$ cat src/verilog/crb_pkg.sv
// constants and types shared by the receive-buffer identifier/status block
package crb_pkg;
  ////////////////////////////////////////////////////////////////////////////
  // register byte offsets
  localparam logic [7:0] OFS_MODE = 8'h00;      // mode control
  localparam logic [7:0] OFS_RXB0CTL = 8'h04;   // rx_buffer0_control
  localparam logic [7:0] OFS_RXB1CTL = 8'h08;   // rx_buffer1_control
  localparam logic [7:0] OFS_RXB1UP = 8'h0C;    // upper filter hit bits
  localparam logic [7:0] OFS_SIDH0 = 8'h10;     // buffer 0 std id high
  localparam logic [7:0] OFS_SIDL0 = 8'h14;     // buffer 0 std id low
  localparam logic [7:0] OFS_EIDH0 = 8'h18;     // buffer 0 ext id high
  localparam logic [7:0] OFS_SIDH1 = 8'h20;     // buffer 1 std id high
  localparam logic [7:0] OFS_SIDL1 = 8'h24;     // buffer 1 std id low
  localparam logic [7:0] OFS_EIDH1 = 8'h28;     // buffer 1 ext id high
  ////////////////////////////////////////////////////////////////////////////
  // field positions
  localparam int MODE_ENH_BIT = 0;   // enhanced mode select
  localparam int CTL_FULL_BIT = 7;   // buffer holds a message
  localparam int CTL_RTR_BIT = 3;    // received remote request
  localparam int CTL_DBEN_BIT = 2;   // double buffer enable (buffer 0)
  localparam int UP_LSB = 3;         // upper filter hit field lsb
  ////////////////////////////////////////////////////////////////////////////
  // reset values and limits
  localparam logic [7:0] RST_BYTE = 8'h00;
  localparam logic [4:0] FILT_RST = 5'h00;
  localparam logic [4:0] LEGACY_FILT_MAX = 5'h05;  // filters 0..5
  localparam logic [4:0] ENH_FILT_MAX = 5'h0F;     // filters 0..15
  localparam logic [4:0] DBL_FILT_LIMIT = 5'h02;   // codes below use buffer 0
  localparam logic [1:0] RESP_OKAY = 2'h0;
  localparam logic [1:0] RESP_SLVERR = 2'h2;
  ////////////////////////////////////////////////////////////////////////////
  // identifier bytes of one buffer
  typedef struct packed {
    logic [7:0] sidh;
    logic [7:0] sidl;
    logic [7:0] eidh;
  } crb_slot_t;
endpackage

$ cat src/verilog/crb_store_if.sv
// carrier of one message store from the control logic into an id slot
`timescale 1ns/100ps
`default_nettype none
interface crb_store_if;
  logic load;         // one-cycle store strobe
  logic extended;     // message is an extended frame
  logic rtr;          // received remote request flag
  logic [28:0] id;    // identifier, standard in bits 10:0
  modport src (output load, output extended, output rtr, output id);
  modport dst (input load, input extended, input rtr, input id);
endinterface
`default_nettype wire

$ cat src/verilog/crb_rx_id_status.sv
// receive buffer filter-hit status and identifier registers, axi4-lite slave
//
// Overview of operation
// RULE1: legacy filter hit codes 0..5; 6,7 reserved
// RULE2: legacy codes 0,1 in buffer 1 need double-buffering
// RULE3: enhanced modes: five-bit hit index, filters 0..15
// RULE4: id high byte: sid10..3 or eid28..21
// RULE5: id low byte: id bits, srr, flag, eid17..16
// RULE6: extended-frame flag at id low bit 3
// RULE7: id low bit 2 reads zero
// RULE8: ext id high byte holds eid15..8, read-only
// RULE9: flag set for extended, clear for standard
// RULE10: srr zero if extended, else rtr flag
//
// The AXI4-Lite slave port and the register addresses were decided locally.
`timescale 1ns/100ps
`default_nettype none
module crb_rx_id_status import crb_pkg::*; (
  // clock and reset
  input wire logic aclk,
  input wire logic aresetn,
  // axi4-lite write address
  input wire logic [7:0] s_axi_awaddr,
  input wire logic [2:0] s_axi_awprot,
  input wire logic s_axi_awvalid,
  output logic s_axi_awready,
  // axi4-lite write data
  input wire logic [31:0] s_axi_wdata,
  input wire logic [3:0] s_axi_wstrb,
  input wire logic s_axi_wvalid,
  output logic s_axi_wready,
  // axi4-lite write response
  output logic [1:0] s_axi_bresp,
  output logic s_axi_bvalid,
  input wire logic s_axi_bready,
  // axi4-lite read address
  input wire logic [7:0] s_axi_araddr,
  input wire logic [2:0] s_axi_arprot,
  input wire logic s_axi_arvalid,
  output logic s_axi_arready,
  // axi4-lite read data
  output logic [31:0] s_axi_rdata,
  output logic [1:0] s_axi_rresp,
  output logic s_axi_rvalid,
  input wire logic s_axi_rready,
  // accepted message from the can receiver
  input wire logic msg_valid,
  input wire logic msg_extended,
  input wire logic msg_rtr,
  input wire logic [28:0] msg_id,
  input wire logic [4:0] msg_filter,
  // buffer status
  output logic buffer0_full,
  output logic buffer1_full,
  output logic msg_dropped
);
  ////////////////////////////////////////////////////////////////////////////
  // state
  typedef struct packed {
    logic enh;             // enhanced mode
    logic dben;            // buffer0_double_buffer_enable
    logic full0;           // buffer 0 occupied
    logic full1;           // buffer 1 occupied
    logic rtr0;            // buffer 0 received_remote_request_flag
    logic rtr1;            // buffer 1 received_remote_request_flag
    logic [4:0] filt1;     // buffer 1 filter hit, all five bits
    logic [7:0] awaddr;    // latched write address
    logic aw_have;         // write address held
    logic [31:0] wdata;    // latched write data
    logic [3:0] wstrb;     // latched strobes
    logic w_have;          // write data held
    logic awready;
    logic wready;
    logic bvalid;
    logic [1:0] bresp;
    logic arready;
    logic rvalid;
    logic [31:0] rdata;
    logic [1:0] rresp;
    logic load0;           // store strobe buffer 0
    logic load1;           // store strobe buffer 1
    logic ld_ext;          // stored frame type
    logic ld_rtr;          // stored rtr
    logic [28:0] ld_id;    // stored identifier
    logic dropped;         // message lost pulse
  } crb_state_t;

  crb_state_t state_reg;   // registered state
  crb_state_t state_next;  // next state

  // slot wiring
  crb_store_if st0 ();
  crb_store_if st1 ();
  logic [7:0] sidh0;
  logic [7:0] sidl0;
  logic [7:0] eidh0;
  logic [7:0] sidh1;
  logic [7:0] sidl1;
  logic [7:0] eidh1;

  // decode helpers
  logic filt_legal;        // code in range for mode
  logic to0;               // store into buffer 0
  logic to1;               // store into buffer 1
  logic do_write;          // both halves of a write held
  logic wr_hit;            // write address mapped
  logic [7:0] rd_byte;     // read byte
  logic rd_hit;            // read address mapped

  ////////////////////////////////////////////////////////////////////////////
  // buffer steering for an accepted message
  always_comb begin
    to0 = 1'b0;
    to1 = 1'b0;
    if (state_reg.enh) begin
      filt_legal = (msg_filter <= ENH_FILT_MAX); // RULE3
    end else begin
      filt_legal = (msg_filter <= LEGACY_FILT_MAX); // RULE1
    end
    if (msg_valid && filt_legal) begin
      if (state_reg.enh) begin
        // first free buffer
        if (!state_reg.full0) begin
          to0 = 1'b1;
        end else if (!state_reg.full1) begin
          to1 = 1'b1;
        end
      end else if (msg_filter >= DBL_FILT_LIMIT) begin
        // filters 2..5 belong to buffer 1
        to1 = !state_reg.full1; // RULE1
      end else if (!state_reg.full0) begin
        to0 = 1'b1;
      end else if (state_reg.dben && !state_reg.full1) begin
        // overflow from buffer 0 only when double-buffered
        to1 = 1'b1; // RULE2
      end
    end
  end

  ////////////////////////////////////////////////////////////////////////////
  // read mux
  always_comb begin
    rd_hit = 1'b1;
    rd_byte = RST_BYTE;
    if (s_axi_araddr == OFS_MODE) begin
      rd_byte[MODE_ENH_BIT] = state_reg.enh;
    end else if (s_axi_araddr == OFS_RXB0CTL) begin
      rd_byte[CTL_FULL_BIT] = state_reg.full0;
      rd_byte[CTL_RTR_BIT] = state_reg.rtr0;
      rd_byte[CTL_DBEN_BIT] = state_reg.dben;
    end else if (s_axi_araddr == OFS_RXB1CTL) begin
      rd_byte[CTL_FULL_BIT] = state_reg.full1;
      rd_byte[CTL_RTR_BIT] = state_reg.rtr1;
      rd_byte[2:0] = state_reg.filt1[2:0]; // RULE1 RULE3
    end else if (s_axi_araddr == OFS_RXB1UP) begin
      // upper bits only meaningful in enhanced modes
      if (state_reg.enh) begin
        rd_byte[UP_LSB+1:UP_LSB] = state_reg.filt1[4:3]; // RULE3
      end
    end else if (s_axi_araddr == OFS_SIDH0) begin
      rd_byte = sidh0;
    end else if (s_axi_araddr == OFS_SIDL0) begin
      rd_byte = sidl0;
    end else if (s_axi_araddr == OFS_EIDH0) begin
      rd_byte = eidh0;
    end else if (s_axi_araddr == OFS_SIDH1) begin
      rd_byte = sidh1;
    end else if (s_axi_araddr == OFS_SIDL1) begin
      rd_byte = sidl1;
    end else if (s_axi_araddr == OFS_EIDH1) begin
      rd_byte = eidh1;
    end else begin
      rd_hit = 1'b0;
    end
  end

  // only the three control offsets take writes
  assign wr_hit = (state_reg.awaddr == OFS_MODE) || (state_reg.awaddr == OFS_RXB0CTL)
    || (state_reg.awaddr == OFS_RXB1CTL);
  assign do_write = state_reg.aw_have && state_reg.w_have && !state_reg.bvalid;

  ////////////////////////////////////////////////////////////////////////////
  // next state
  always_comb begin
    state_next = state_reg;
    state_next.load0 = to0;
    state_next.load1 = to1;
    state_next.dropped = msg_valid && !to0 && !to1;
    if (to0 || to1) begin
      state_next.ld_ext = msg_extended; // RULE9
      state_next.ld_rtr = msg_rtr && !msg_extended; // RULE10
      state_next.ld_id = msg_id;
    end
    // write channel capture
    if (s_axi_awvalid && state_reg.awready) begin
      state_next.awaddr = s_axi_awaddr;
      state_next.aw_have = 1'b1;
    end
    if (s_axi_wvalid && state_reg.wready) begin
      state_next.wdata = s_axi_wdata;
      state_next.wstrb = s_axi_wstrb;
      state_next.w_have = 1'b1;
    end
    // software clears of full flags, hardware set wins below
    if (do_write) begin
      state_next.aw_have = 1'b0;
      state_next.w_have = 1'b0;
      state_next.bvalid = 1'b1;
      state_next.bresp = wr_hit ? RESP_OKAY : RESP_SLVERR;
      if (state_reg.wstrb[0]) begin
        if (state_reg.awaddr == OFS_MODE) begin
          state_next.enh = state_reg.wdata[MODE_ENH_BIT];
        end else if (state_reg.awaddr == OFS_RXB0CTL) begin
          state_next.dben = state_reg.wdata[CTL_DBEN_BIT];
          if (!state_reg.wdata[CTL_FULL_BIT]) begin
            state_next.full0 = 1'b0;
          end
        end else if (state_reg.awaddr == OFS_RXB1CTL) begin
          if (!state_reg.wdata[CTL_FULL_BIT]) begin
            state_next.full1 = 1'b0;
          end
        end
      end
    end else if (state_reg.bvalid && s_axi_bready) begin
      state_next.bvalid = 1'b0;
    end
    // message store sets flags, and the filter hit for buffer 1 only
    if (to0) begin
      state_next.full0 = 1'b1;
      state_next.rtr0 = msg_rtr;
    end
    if (to1) begin
      state_next.full1 = 1'b1;
      state_next.rtr1 = msg_rtr;
      state_next.filt1 = msg_filter; // RULE1 RULE2 RULE3
    end
    state_next.awready = !state_next.aw_have && !state_next.bvalid;
    state_next.wready = !state_next.w_have && !state_next.bvalid;
    // read channel
    if (s_axi_arvalid && state_reg.arready) begin
      state_next.rvalid = 1'b1;
      state_next.rdata = {24'h000000, rd_byte};
      state_next.rresp = rd_hit ? RESP_OKAY : RESP_SLVERR;
    end else if (state_reg.rvalid && s_axi_rready) begin
      state_next.rvalid = 1'b0;
    end
    state_next.arready = !state_next.rvalid;
  end

  ////////////////////////////////////////////////////////////////////////////
  // state register
  always_ff @(posedge aclk) begin
    if (!aresetn) begin
      state_reg <= '0;
      state_reg.filt1 <= FILT_RST;
      state_reg.bresp <= RESP_OKAY;
      state_reg.rresp <= RESP_OKAY;
    end else begin
      state_reg <= state_next;
    end
  end

  ////////////////////////////////////////////////////////////////////////////
  // identifier slots
  assign st0.load = state_reg.load0;
  assign st0.extended = state_reg.ld_ext;
  assign st0.rtr = state_reg.ld_rtr;
  assign st0.id = state_reg.ld_id;
  assign st1.load = state_reg.load1;
  assign st1.extended = state_reg.ld_ext;
  assign st1.rtr = state_reg.ld_rtr;
  assign st1.id = state_reg.ld_id;

  crb_id_slot u_slot0 (
    .aclk(aclk),
    .aresetn(aresetn),
    .st(st0),
    .sidh(sidh0),
    .sidl(sidl0),
    .eidh(eidh0)
  );

  crb_id_slot u_slot1 (
    .aclk(aclk),
    .aresetn(aresetn),
    .st(st1),
    .sidh(sidh1),
    .sidl(sidl1),
    .eidh(eidh1)
  );

  ////////////////////////////////////////////////////////////////////////////
  // outputs, all from flops
  assign s_axi_awready = state_reg.awready;
  assign s_axi_wready = state_reg.wready;
  assign s_axi_bresp = state_reg.bresp;
  assign s_axi_bvalid = state_reg.bvalid;
  assign s_axi_arready = state_reg.arready;
  assign s_axi_rdata = state_reg.rdata;
  assign s_axi_rresp = state_reg.rresp;
  assign s_axi_rvalid = state_reg.rvalid;
  assign buffer0_full = state_reg.full0;
  assign buffer1_full = state_reg.full1;
  assign msg_dropped = state_reg.dropped;
endmodule
`default_nettype wire

$ cat src/verilog/crb_id_slot.sv
// identifier bytes of one receive buffer, formatted by frame type
`timescale 1ns/100ps
`default_nettype none
module crb_id_slot import crb_pkg::*; (
  // clock and reset
  input wire logic aclk,
  input wire logic aresetn,
  // store from control logic
  crb_store_if.dst st,
  // formatted bytes
  output logic [7:0] sidh,
  output logic [7:0] sidl,
  output logic [7:0] eidh
);
  crb_slot_t state_reg;  // registered bytes
  crb_slot_t state_next; // next bytes

  ////////////////////////////////////////////////////////////////////////////
  // format bytes on store
  always_comb begin
    state_next = state_reg;
    if (st.load) begin
      if (st.extended) begin
        state_next.sidh = st.id[28:21]; // RULE4
        // srr zero, flag set, bit 2 zero
        state_next.sidl = {st.id[20:18], 1'b0, 1'b1, 1'b0, st.id[17:16]}; // RULE5 RULE6 RULE7 RULE9 RULE10
        state_next.eidh = st.id[15:8]; // RULE8
      end else begin
        state_next.sidh = st.id[10:3]; // RULE4
        // srr follows rtr, flag clear, bit 2 zero
        state_next.sidl = {st.id[2:0], st.rtr, 1'b0, 1'b0, 2'h0}; // RULE5 RULE6 RULE7 RULE9 RULE10
        state_next.eidh = RST_BYTE;
      end
    end
  end

  ////////////////////////////////////////////////////////////////////////////
  // state register
  always_ff @(posedge aclk) begin
    if (!aresetn) begin
      state_reg <= '{sidh: RST_BYTE, sidl: RST_BYTE, eidh: RST_BYTE};
    end else begin
      state_reg <= state_next;
    end
  end

  assign sidh = state_reg.sidh; // read only
  assign sidl = state_reg.sidl; // RULE6 RULE7 RULE9 RULE10
  assign eidh = state_reg.eidh;
endmodule
`default_nettype wire

$ cat config.mk
export PLATFORM = sky130hd
export DESIGN_NAME = crb_rx_id_status
export DESIGN_NICKNAME = d
export VERILOG_FILES = /design/src/verilog/crb_pkg.sv /design/src/verilog/crb_store_if.sv /design/src/verilog/crb_rx_id_status.sv /design/src/verilog/crb_id_slot.sv
export SDC_FILE = /design/constraint.sdc
export NUM_CORES = 1
export LEC_CHECK = 0
export ABC_CLOCK_PERIOD_IN_PS = 2800
export BUFFER_PORTS_ARGS = -buffer_cell sky130_fd_sc_hd__buf_2
export CAP_MARGIN = 30
export CORE_UTILIZATION = 25
export DETAILED_ROUTE_END_ITERATION = 10
export PLACE_DENSITY = 0.42
export SKIP_CTS_REPAIR_TIMING = 1
export SLEW_MARGIN = 25
export SYNTH_ARGS = -nofsm -noshare
export SYNTH_HDL_FRONTEND = slang
export SYNTH_SLANG_ARGS = --single-unit
$ cat constraint.sdc
create_clock -name aclk -period 2.8 [get_ports aclk]
set_input_delay 0.56 -clock aclk [delete_from_list [all_inputs] [get_ports aclk]]
set_output_delay 0.56 -clock aclk [all_outputs]
set_load 0.03 [all_outputs]
[Word-level counts from Yosys, hierarchy flattened]
Cells that the tools add are included.
Storage, ports and cells
  bits in registers: 129
  input port bits: 102
  output and inout port bits: 44
  word-level logic and storage cells: 155
Cells by class
  $lt $le $gt $ge: 3
  eq/ne operators: 16
  multiplexer cells: 65
  bitwise gates (word level): 1
  reductions and logical operators: 38
Operators with widths (number)
  $mux W8: 10
  $mux W1: 39
  $eq A8 B4 Y1 const B: 3
  $eq A8 B5 Y1 const B: 3
  $eq A8 B6 Y1 const B: 3
  $mux W24: 1
  $mux W2: 9
  $eq A8 B3 Y1 const B: 2
  $logic_not A8 Y1: 2
  $logic_and A1 B1 Y1: 14
  $mux W3: 4
  $reduce_bool A2 Y1: 6
  $logic_not A1 Y1: 9
  $mux W7: 1
  $ne A2 B2 Y1 const B: 3
  $reduce_and A6 Y1: 1
  $ge A5 B2 Y1 const B: 1
  $le A5 B3 Y1 const B: 1
  $le A5 B4 Y1 const B: 1
  $reduce_and A5 Y1: 1
  $mux W4: 1
  $ne A2 B1 Y1 const B: 2
  $reduce_and A4 Y1: 1
  $logic_or A1 B1 Y1: 3
  2 further kinds: 2

[Depth between registers and ports, before layout]
Gate-level depths: netlist of run 1.
  depth in word-level cells: 15
  mapped depth: 7
  depth with buffers taken out: 5

[By module]
Synthesis of run 1 repeated with hierarchy kept, for this count alone.
Unflattened totals
  cell total of the unflattened synthesis: 695
  area, all modules: 5906.9 um^2
By module, submodules not included
  crb_rx_id_status: instances 1, cells each 489, area each 3892.5 um^2, sequential area each 1481.4 um^2
  crb_id_slot: instances 2, cells each 103, area each 1007.2 um^2, sequential area each 460.4 um^2

[Worst setup path after synthesis of run 1]
Ideal clock, no wire load.
  kind: input-to-reg
  start: in s_axi_araddr[7]
  end: reg state_reg (netlist bit s_axi_rdata[3])
  setup time: 138 ps
  arrival: 1913 ps
  required time: 2662 ps
  setup slack: 749 ps
  cell stages on the path: 5
  buffers on the path: 0
  cell sequence: or4_1 nor3_2 a32oi_1 a222oi_1 a311oi_1
Between the ends
  longest elaborated chain between the ends: 15
  elaborated cells between the ends (all ways): 24
  those cells by class: eq/ne (9); mux (14); reduce/logical (1)
RTL lines
  from (decl): RTL line crb_rx_id_status.sv:37  | input wire logic [7:0] s_axi_araddr,
  $eq A8 B6 Y1: RTL line crb_rx_id_status.sv:170  | end else if (s_axi_araddr == OFS_EIDH1) begin
  $mux W8: RTL line crb_rx_id_status.sv:170
  $mux W8: RTL line crb_rx_id_status.sv:168  | end else if (s_axi_araddr == OFS_SIDL1) begin
  $mux W8: RTL line crb_rx_id_status.sv:166  | end else if (s_axi_araddr == OFS_SIDH1) begin
  $mux W8: RTL line crb_rx_id_status.sv:164  | end else if (s_axi_araddr == OFS_EIDH0) begin
  $mux W8: RTL line crb_rx_id_status.sv:162  | end else if (s_axi_araddr == OFS_SIDL0) begin
  $mux W8: RTL line crb_rx_id_status.sv:160  | end else if (s_axi_araddr == OFS_SIDH0) begin
  $mux W8: RTL line crb_rx_id_status.sv:155  | end else if (s_axi_araddr == OFS_RXB1UP) begin
  $mux W8: RTL line crb_rx_id_status.sv:151  | end else if (s_axi_araddr == OFS_RXB1CTL) begin
  $mux W8: RTL line crb_rx_id_status.sv:147  | end else if (s_axi_araddr == OFS_RXB0CTL) begin
  $mux W8: RTL line crb_rx_id_status.sv:145  | if (s_axi_araddr == OFS_MODE) begin
  $mux W2: RTL line crb_rx_id_status.sv:155
  $mux W4: RTL line crb_rx_id_status.sv:151
  $mux W2: RTL line crb_rx_id_status.sv:147
  $mux W7 *: RTL line crb_rx_id_status.sv:145
  to (signal assigned): RTL line crb_rx_id_status.sv:259  | state_reg <= state_next;
  to (decl): RTL line crb_rx_id_status.sv:88  | crb_state_t state_reg;
Every way passes the cells marked *; elsewhere a longest branch is shown, timed or not. The select of a mux whose other input is x is not followed.
A chain may end at the register's enable or synchronous reset.

[Worst setup path after layout of run 1]
  start: in s_axi_araddr[4]
  end: reg state_reg (netlist bit s_axi_rdata[1])
Between the ends
  longest elaborated chain between the ends: 15
  elaborated cells between the ends (all ways): 24
  those cells by class: eq/ne (9); mux (14); reduce/logical (1)
RTL lines (RTL line)
  $eq A8 B6 Y1: crb_rx_id_status.sv:170
  $mux W8: crb_rx_id_status.sv:170
  $mux W8: crb_rx_id_status.sv:168
  $mux W8: crb_rx_id_status.sv:166
  $mux W8: crb_rx_id_status.sv:164
  $mux W8: crb_rx_id_status.sv:162
  $mux W8: crb_rx_id_status.sv:160
  $mux W8: crb_rx_id_status.sv:155
  $mux W8: crb_rx_id_status.sv:151
  $mux W8: crb_rx_id_status.sv:147
  $mux W8: crb_rx_id_status.sv:145
  $mux W3: crb_rx_id_status.sv:155
  $mux W4: crb_rx_id_status.sv:151
  $mux W2: crb_rx_id_status.sv:147
  $mux W7 *: crb_rx_id_status.sv:145
Marked as above.

==> results of run 1 <==
[where the power goes]
group | internal [W] | leakage, nW | switching, W | total (W)
Sequential | 0.00175 | 0.972 | 0.0000314 | 0.00178
Combinational | 0.000110 | 1.28 | 0.000231 | 0.000341
Clock | 0.00135 | 0.282 | 0.000783 | 0.00213
Total | 0.00321 | 2.53 | 0.00105 | 0.00426
[Yosys cell counts (2+ instances only)]
library cell,count
or4_1,2
mux2i_1,27
nor2_1,30
o211a_1,15
or3_1,2
a211oi_1,15
and2_1,4
a21oi_1,23
buf_2,7
clkbuf_1,42
o311a_1,2
a311oi_1,2
inv_1,8
nand3_1,59
nor2b_1,17
a22oi_1,2
a31oi_1,3
nor3_1,3
nand2_1,86
nor3_2,2
buf_4,36
a22o_1,2
and3_1,5
nand3b_1,8
o21a_1,4
a21boi_0,21
a222oi_1,2
buf_1,3
o32ai_1,2
nand4_1,3
o21ai_0,48
nand2b_1,28
nor4_1,2
dfxtp_1,120
mux2_2,2
o2bb2ai_1,3
[worst max-delay path: cells and delay by family]
family / cells / cell delay (ns)
buffers and inverters: 1 / 0.27
AO/OA/AOI/OAI: 2 / 0.56
AND/OR/NAND/NOR: 3 / 1.04
[path summary, 6_finish.rpt]
check                    to            start  slack (ns)  cells past startpoint
min reg2reg  state_reg[125]   state_reg[125]        0.43                      2
max reg2reg    buffer1_full   state_reg[113]        0.82                      5
min               st0.id[7]        msg_id[7]        0.37                      3
max          s_axi_rdata[1]  s_axi_araddr[4]        0.72                      6
[per-stage QoR]
| stage | worst slack (ns) | std cells | area (um^2) | util (%) |
|---|---|---|---|---|
| 2_1_floorplan | 0.749 | 692 | 5730 | - |
| 3_3_place_gp | 0.360 | 979 | 6140 | 27.9 |
| 3_5_place_dp | 0.321 | 979 | 6140 | 27.9 |
| 4_1_cts | 0.750 | 1011 | 6720 | 30.6 |
| 5_1_grt | 0.650 | 1011 | 6720 | 30.6 |
| 6_report | 0.722 | 1011 | 6720 | 30.6 |
[kinds of logic (layout without fill, tap and decap cells)]
family                 after synthesis  after routing  share of synthesized area [%]
buffers and inverters               96            135                           8.95
and+or+nand+nor                    261            261                           23.5
DFF                                120            120                           42.6
AOI/OAI and AO/OA                  160            160                           19.6
muxes                               29             29                           5.20
other                                1             26                         0.0666
[final cells by class]
cell class	count	share of cell area, %
Multi-Input combinational cell	476	42.1
Sequential cell	120	35.8
Timing Repair Buffer	95	7.82
Clock buffer	20	6.80
Inverter	8	0.447
Clock inverter	12	1.86
Tap cell	280	5.21
[metal layers]
metal	track usage [%]	up-vias	routed length (um)
met3	3.11	7	645
met2	21.0	107	6840
met4	4.08	0	136
met5	0	-	0
met1	19.7	2246	8010
li1	-	2409	-
==> metrics.yaml, run 1 <==
outcome:
  status: "finished, violations left"
  failed_checks: "design-rule violations"
grt:
  grt_overflow_total: 0
  grt_antenna_before_repair: 0
  grtUsageTotal_pct: 13.9
  grt_max_degree: 64
  grt_pass1_wl_um: 25300
  grt_pass1_vias: 4675
critical_path:
  crit_arrival_ns: 2.43
  critPathKind: "input pin to flop"
  worst_setup_path_end_kind: "flop"
  cp.required_ns: 3.15
  cp-start-kind: "input pin"
  path_cells: "buf_2 > or4b_4 > nor3_4 > nand2_1 > a222oi_1 > o211a_1"
  crit_slowest_cell: "or4b_4"
  max_stage_delay_ns: 0.56
  cp_max_fo: 17
cts:
  cts-root-buf: "clkbuf_16"
  cts_buffers: 17
  cts_tree: "yes"
  clockBufferDepth: 2
  clkTransAtPathRegs_ns: 0.06
  clk_latency_ns: 0.41
  cts_max_level: 4
  cts.sinks: 120
cells_and_area:
  fin_nets: 820
  diodes: 0
  area_growth_syn_to_layout_pct: 19.3
  mostFrequentLayoutCell: "dfxtp_1"
  register_area_um2: 2400
  nFillCells: 2349
  final_cell_mix: "dfxtp_1 (120), nand2_1 (86), buf_2 (80)"
  drive_gt1_share_pct: 19.0
  multi_input_comb_area_um2: 2830
  largest_reg_flops: 29
timing:
  relSlewSlack_pct: 51.5
  max_freq_ghz: 0.481
  finalSetupViolCount: 0
  period_minus_slack_ns: 2.08
  maxSlewViolCount: 0
  tightest_slew_ns: 0.726
  fin_worst_skew_ns: 0.00488
  final.setup.tns_ns: 0
  hold_ws_ns: 0.370
  rsz0062_at_grt: "false"
  fin_crit_sh_pct: 74.2
  hold_violations: 0
detailed_routing:
  drtAntennaViolNets: 0
  routed_via_density: 4.72
  drc: 20
  drtIter0Drc: 278
  wl_per_cell_um: 15.5
  num_vias: 4769
  wirelength_um: 15600
  firstDrtPassIters: 9
placed_design:
  place.gp.congestion: 0.829
  dp.final_hpwl_um: 11100
  port-buffer-count: 81
yosys:
  async_flop_share_pct: 0
  synth_area_leaders: "dfxtp_1 (43%), nand2_1 (5.7%), nand3_1 (5.2%)"
  ys_warn_count: 0
  syn_inst: 667
  synth_area_per_cell_um2: 8.45
  synth_top_area_share_pct: 42.6
  ys_seq_elements: 120
  synth_edf_count: 0
  ys_types: 63
  synth_seq_area_share_pct: 42.6
  synth_ff_type: "dfxtp_1"
  yosysTopAreaCell: "dfxtp_1"
  synth_area_um2: 5630
floorplanning:
  die_y_um: 152
  fp-row-count: 54
  core_region_area_um2: 22000
  dieArea_um2: 23100
  start_util_pct: 25.7
  ios: 146
  fp.dieW_um: 152
pwr:
  total_power_w: 0.00426
  p_per_area_nw_per_um2: 634
  vdd_ir_drop_max_uv: 354
  total_leakage_power_nw: 2.53
worst_hold_path:
  holdCritPathClass: "input pin to flop"
run:
  maxCapViolCount: 0
Power figures use the tool's default switching activity.
==> inputs of run 2 (changes only) <==
ABC_CLOCK_PERIOD_IN_PS = 1800   (was 2800)
PLACE_DENSITY = 0.43   (was 0.42)
clock period = 1.8 ns   (was 2.8 ns; I/O delays follow)
==> run 2 against run 1 <==
  * The run still ends with design-rule violations left
  * Via count is 1.3% higher
  * First-iteration DRC count is 2.9% lower
  * Flip-flop and latch count stayed put
  * Final cell count is 3.8% higher
  * Non-clock buffer count is 38 higher
  * Die area stayed put
  * Sequential share of layout area is 1.9 points lower
  * Final area is 5.6% higher
==> metrics.yaml, run 2 (synthesis results as in run 1) <==
floorplanning:
  ios: 146
  core_region_area_um2: 22000
  fp.dieW_um: 152
  fp-row-count: 54
  dieArea_um2: 23100
  die_y_um: 152
  start_util_pct: 25.7
detailed_routing:
  drtIter0Drc: 270
  dr_wl_met3_um: 681
  routed_via_density: 4.61
  routed.top_layer: "met4"
  wl_per_cell_um: 15.2
  num_vias: 4832
  wirelength_um: 16000
  firstDrtPassIters: 8
  wl_met2_um: 6710
  drtAntennaViolNets: 0
  met1Wirelength_um: 8430
  drc: 8
cts:
  cts_max_level: 4
  cts.sinks: 120
  cts_buffers: 17
  clk_latency_ns: 0.42
  clockBufferDepth: 2
  cts_tree: "yes"
  cts-root-buf: "clkbuf_16"
  clkTransAtPathRegs_ns: 0.06
critical_path:
  cp-start-kind: "flop"
  crit_slowest_cell: "or3b_4"
  max_stage_delay_ns: 0.42
  worst_setup_path_end_kind: "flop"
  cp.required_ns: 2.11
  crit_arrival_ns: 2.04
  path_common_cell: "o21a_1"
  cp_max_fo: 3
  critPathKind: "flop to flop"
  path_cells: "nor4_2 > buf_4 > nand4_1 > or3b_4 > o21a_1 > o21a_1"
pwr:
  p_sw_share_pct: 25.0
  p_int_w: 0.00501
  seqPwrFrac_pct: 41.4
  switching_power_w: 0.00167
  vdd_ir_drop_max_uv: 566
  total_leakage_power_nw: 2.74
  clkPwrFrac_pct: 49.5
  p_per_area_nw_per_um2: 942
  comb_power_share_pct: 9.0
timing:
  relSlewSlack_pct: 52.4
  rsz0062_at_grt: "true"
  fin_crit_sh_pct: 96.1
  tightest_slew_ns: 0.706
  layout_setup_ws_ns: 0.0705
  maxSlewViolCount: 0
  finalSetupViolCount: 0
  max_freq_ghz: 0.578
  fin_worst_skew_ns: 0.0101
  final.setup.tns_ns: 0
  hold_violations: 0
  period_minus_slack_ns: 1.73
  hold_ws_ns: 0.157
placed_design:
  dp.final_hpwl_um: 11300
  port-buffer-count: 81
  place.gp.congestion: 0.802
  pre_cts_ws_ns: -0.194
grt:
  grt_pass1_vias: 4661
  grt_overflow_total: 0
  grt_pass1_wl_um: 25700
  grt_antenna_before_repair: 0
  grt_max_degree: 69
  grtUsageTotal_pct: 14.3
outcome:
  status: "finished, violations left"
  failed_checks: "design-rule violations"
cells_and_area:
  final_cell_mix: "dfxtp_1 (119), nand2_1 (86), buf_2 (80)"
  largest_reg_flops: 29
  diodes: 0
  area_growth_syn_to_layout_pct: 25.9
  fin_nets: 858
  drive_gt1_share_pct: 23.3
  mostFrequentLayoutCell: "dfxtp_1"
worst_hold_path:
  holdCritPathClass: "input pin to flop"
run:
  maxCapViolCount: 0
==> run 2: metal layers <==
| metal | global-route usage (%) | vias to the layer above |
|---|---|---|
| met3 | 3.68 | 16 |
| met2 | 20.3 | 98 |
| li1 | - | 2469 |
| met1 | 21.0 | 2249 |
| met5 | 0 | - |
| met4 | 4.47 | 0 |
==> run 2: worst paths after layout <==
check	depth (start not counted)	endpoint	slack, ns	from
min reg2reg	2	state_reg[125]	0.44	state_reg[125]
max	6	buffer0_full	0.07	state_reg[113]
min	3	st0.id[6]	0.16	msg_id[6]
max reg2reg	6	buffer0_full	0.07	state_reg[113]
==> run 2: final cells by class <==
| cell class | instances | area [um^2] |
|---|---|---|
| well taps | 280 | 350 |
| clock buffers | 20 | 447 |
| clock inverters | 12 | 128 |
| inverters | 8 | 30.0 |
| multi-input cells | 476 | 2850 |
| fillers | 2365 | 14900 |
| flip-flops and latches | 120 | 2400 |
| repair buffers | 133 | 886 |
==> run 2: metrics by stage <==
| step | instances | cell area, um^2 | power [W] | utilization [%] |
|---|---|---|---|---|
| finish | 1049 | 7100 | 0.00668 | 32.3 |
| global route | 1049 | 7100 | 0.00698 | 32.3 |
| CTS | 1049 | 7080 | 0.00678 | 32.2 |
| detailed placement | 1017 | 6500 | 0.00343 | 29.6 |
| global placement | 1017 | 6500 | 0.00343 | 29.6 |
| floorplan | 692 | 5730 | 0.00321 | - |
==> run 2: critical path, delay by kind of cell (launching register included) <==
family,cells,cell delay [ns]
AOI/OAI and AO/OA,2,0.33
DFF,1,0.32
and+or+nand+nor,3,0.82
buffers and inverters,1,0.15
==> run 2: power by group through the flow <==
stage	clock network, W	registers (W)	logic (W)
5_1_grt	0.00354	0.00278	0.000663
2_1_floorplan	0	0.00283	0.000381
4_1_cts	0.00340	0.00277	0.000610
3_3_place_gp	0	0.00283	0.000610
3_5_place_dp	0	0.00283	0.000607
6_report	0.00331	0.00277	0.000604
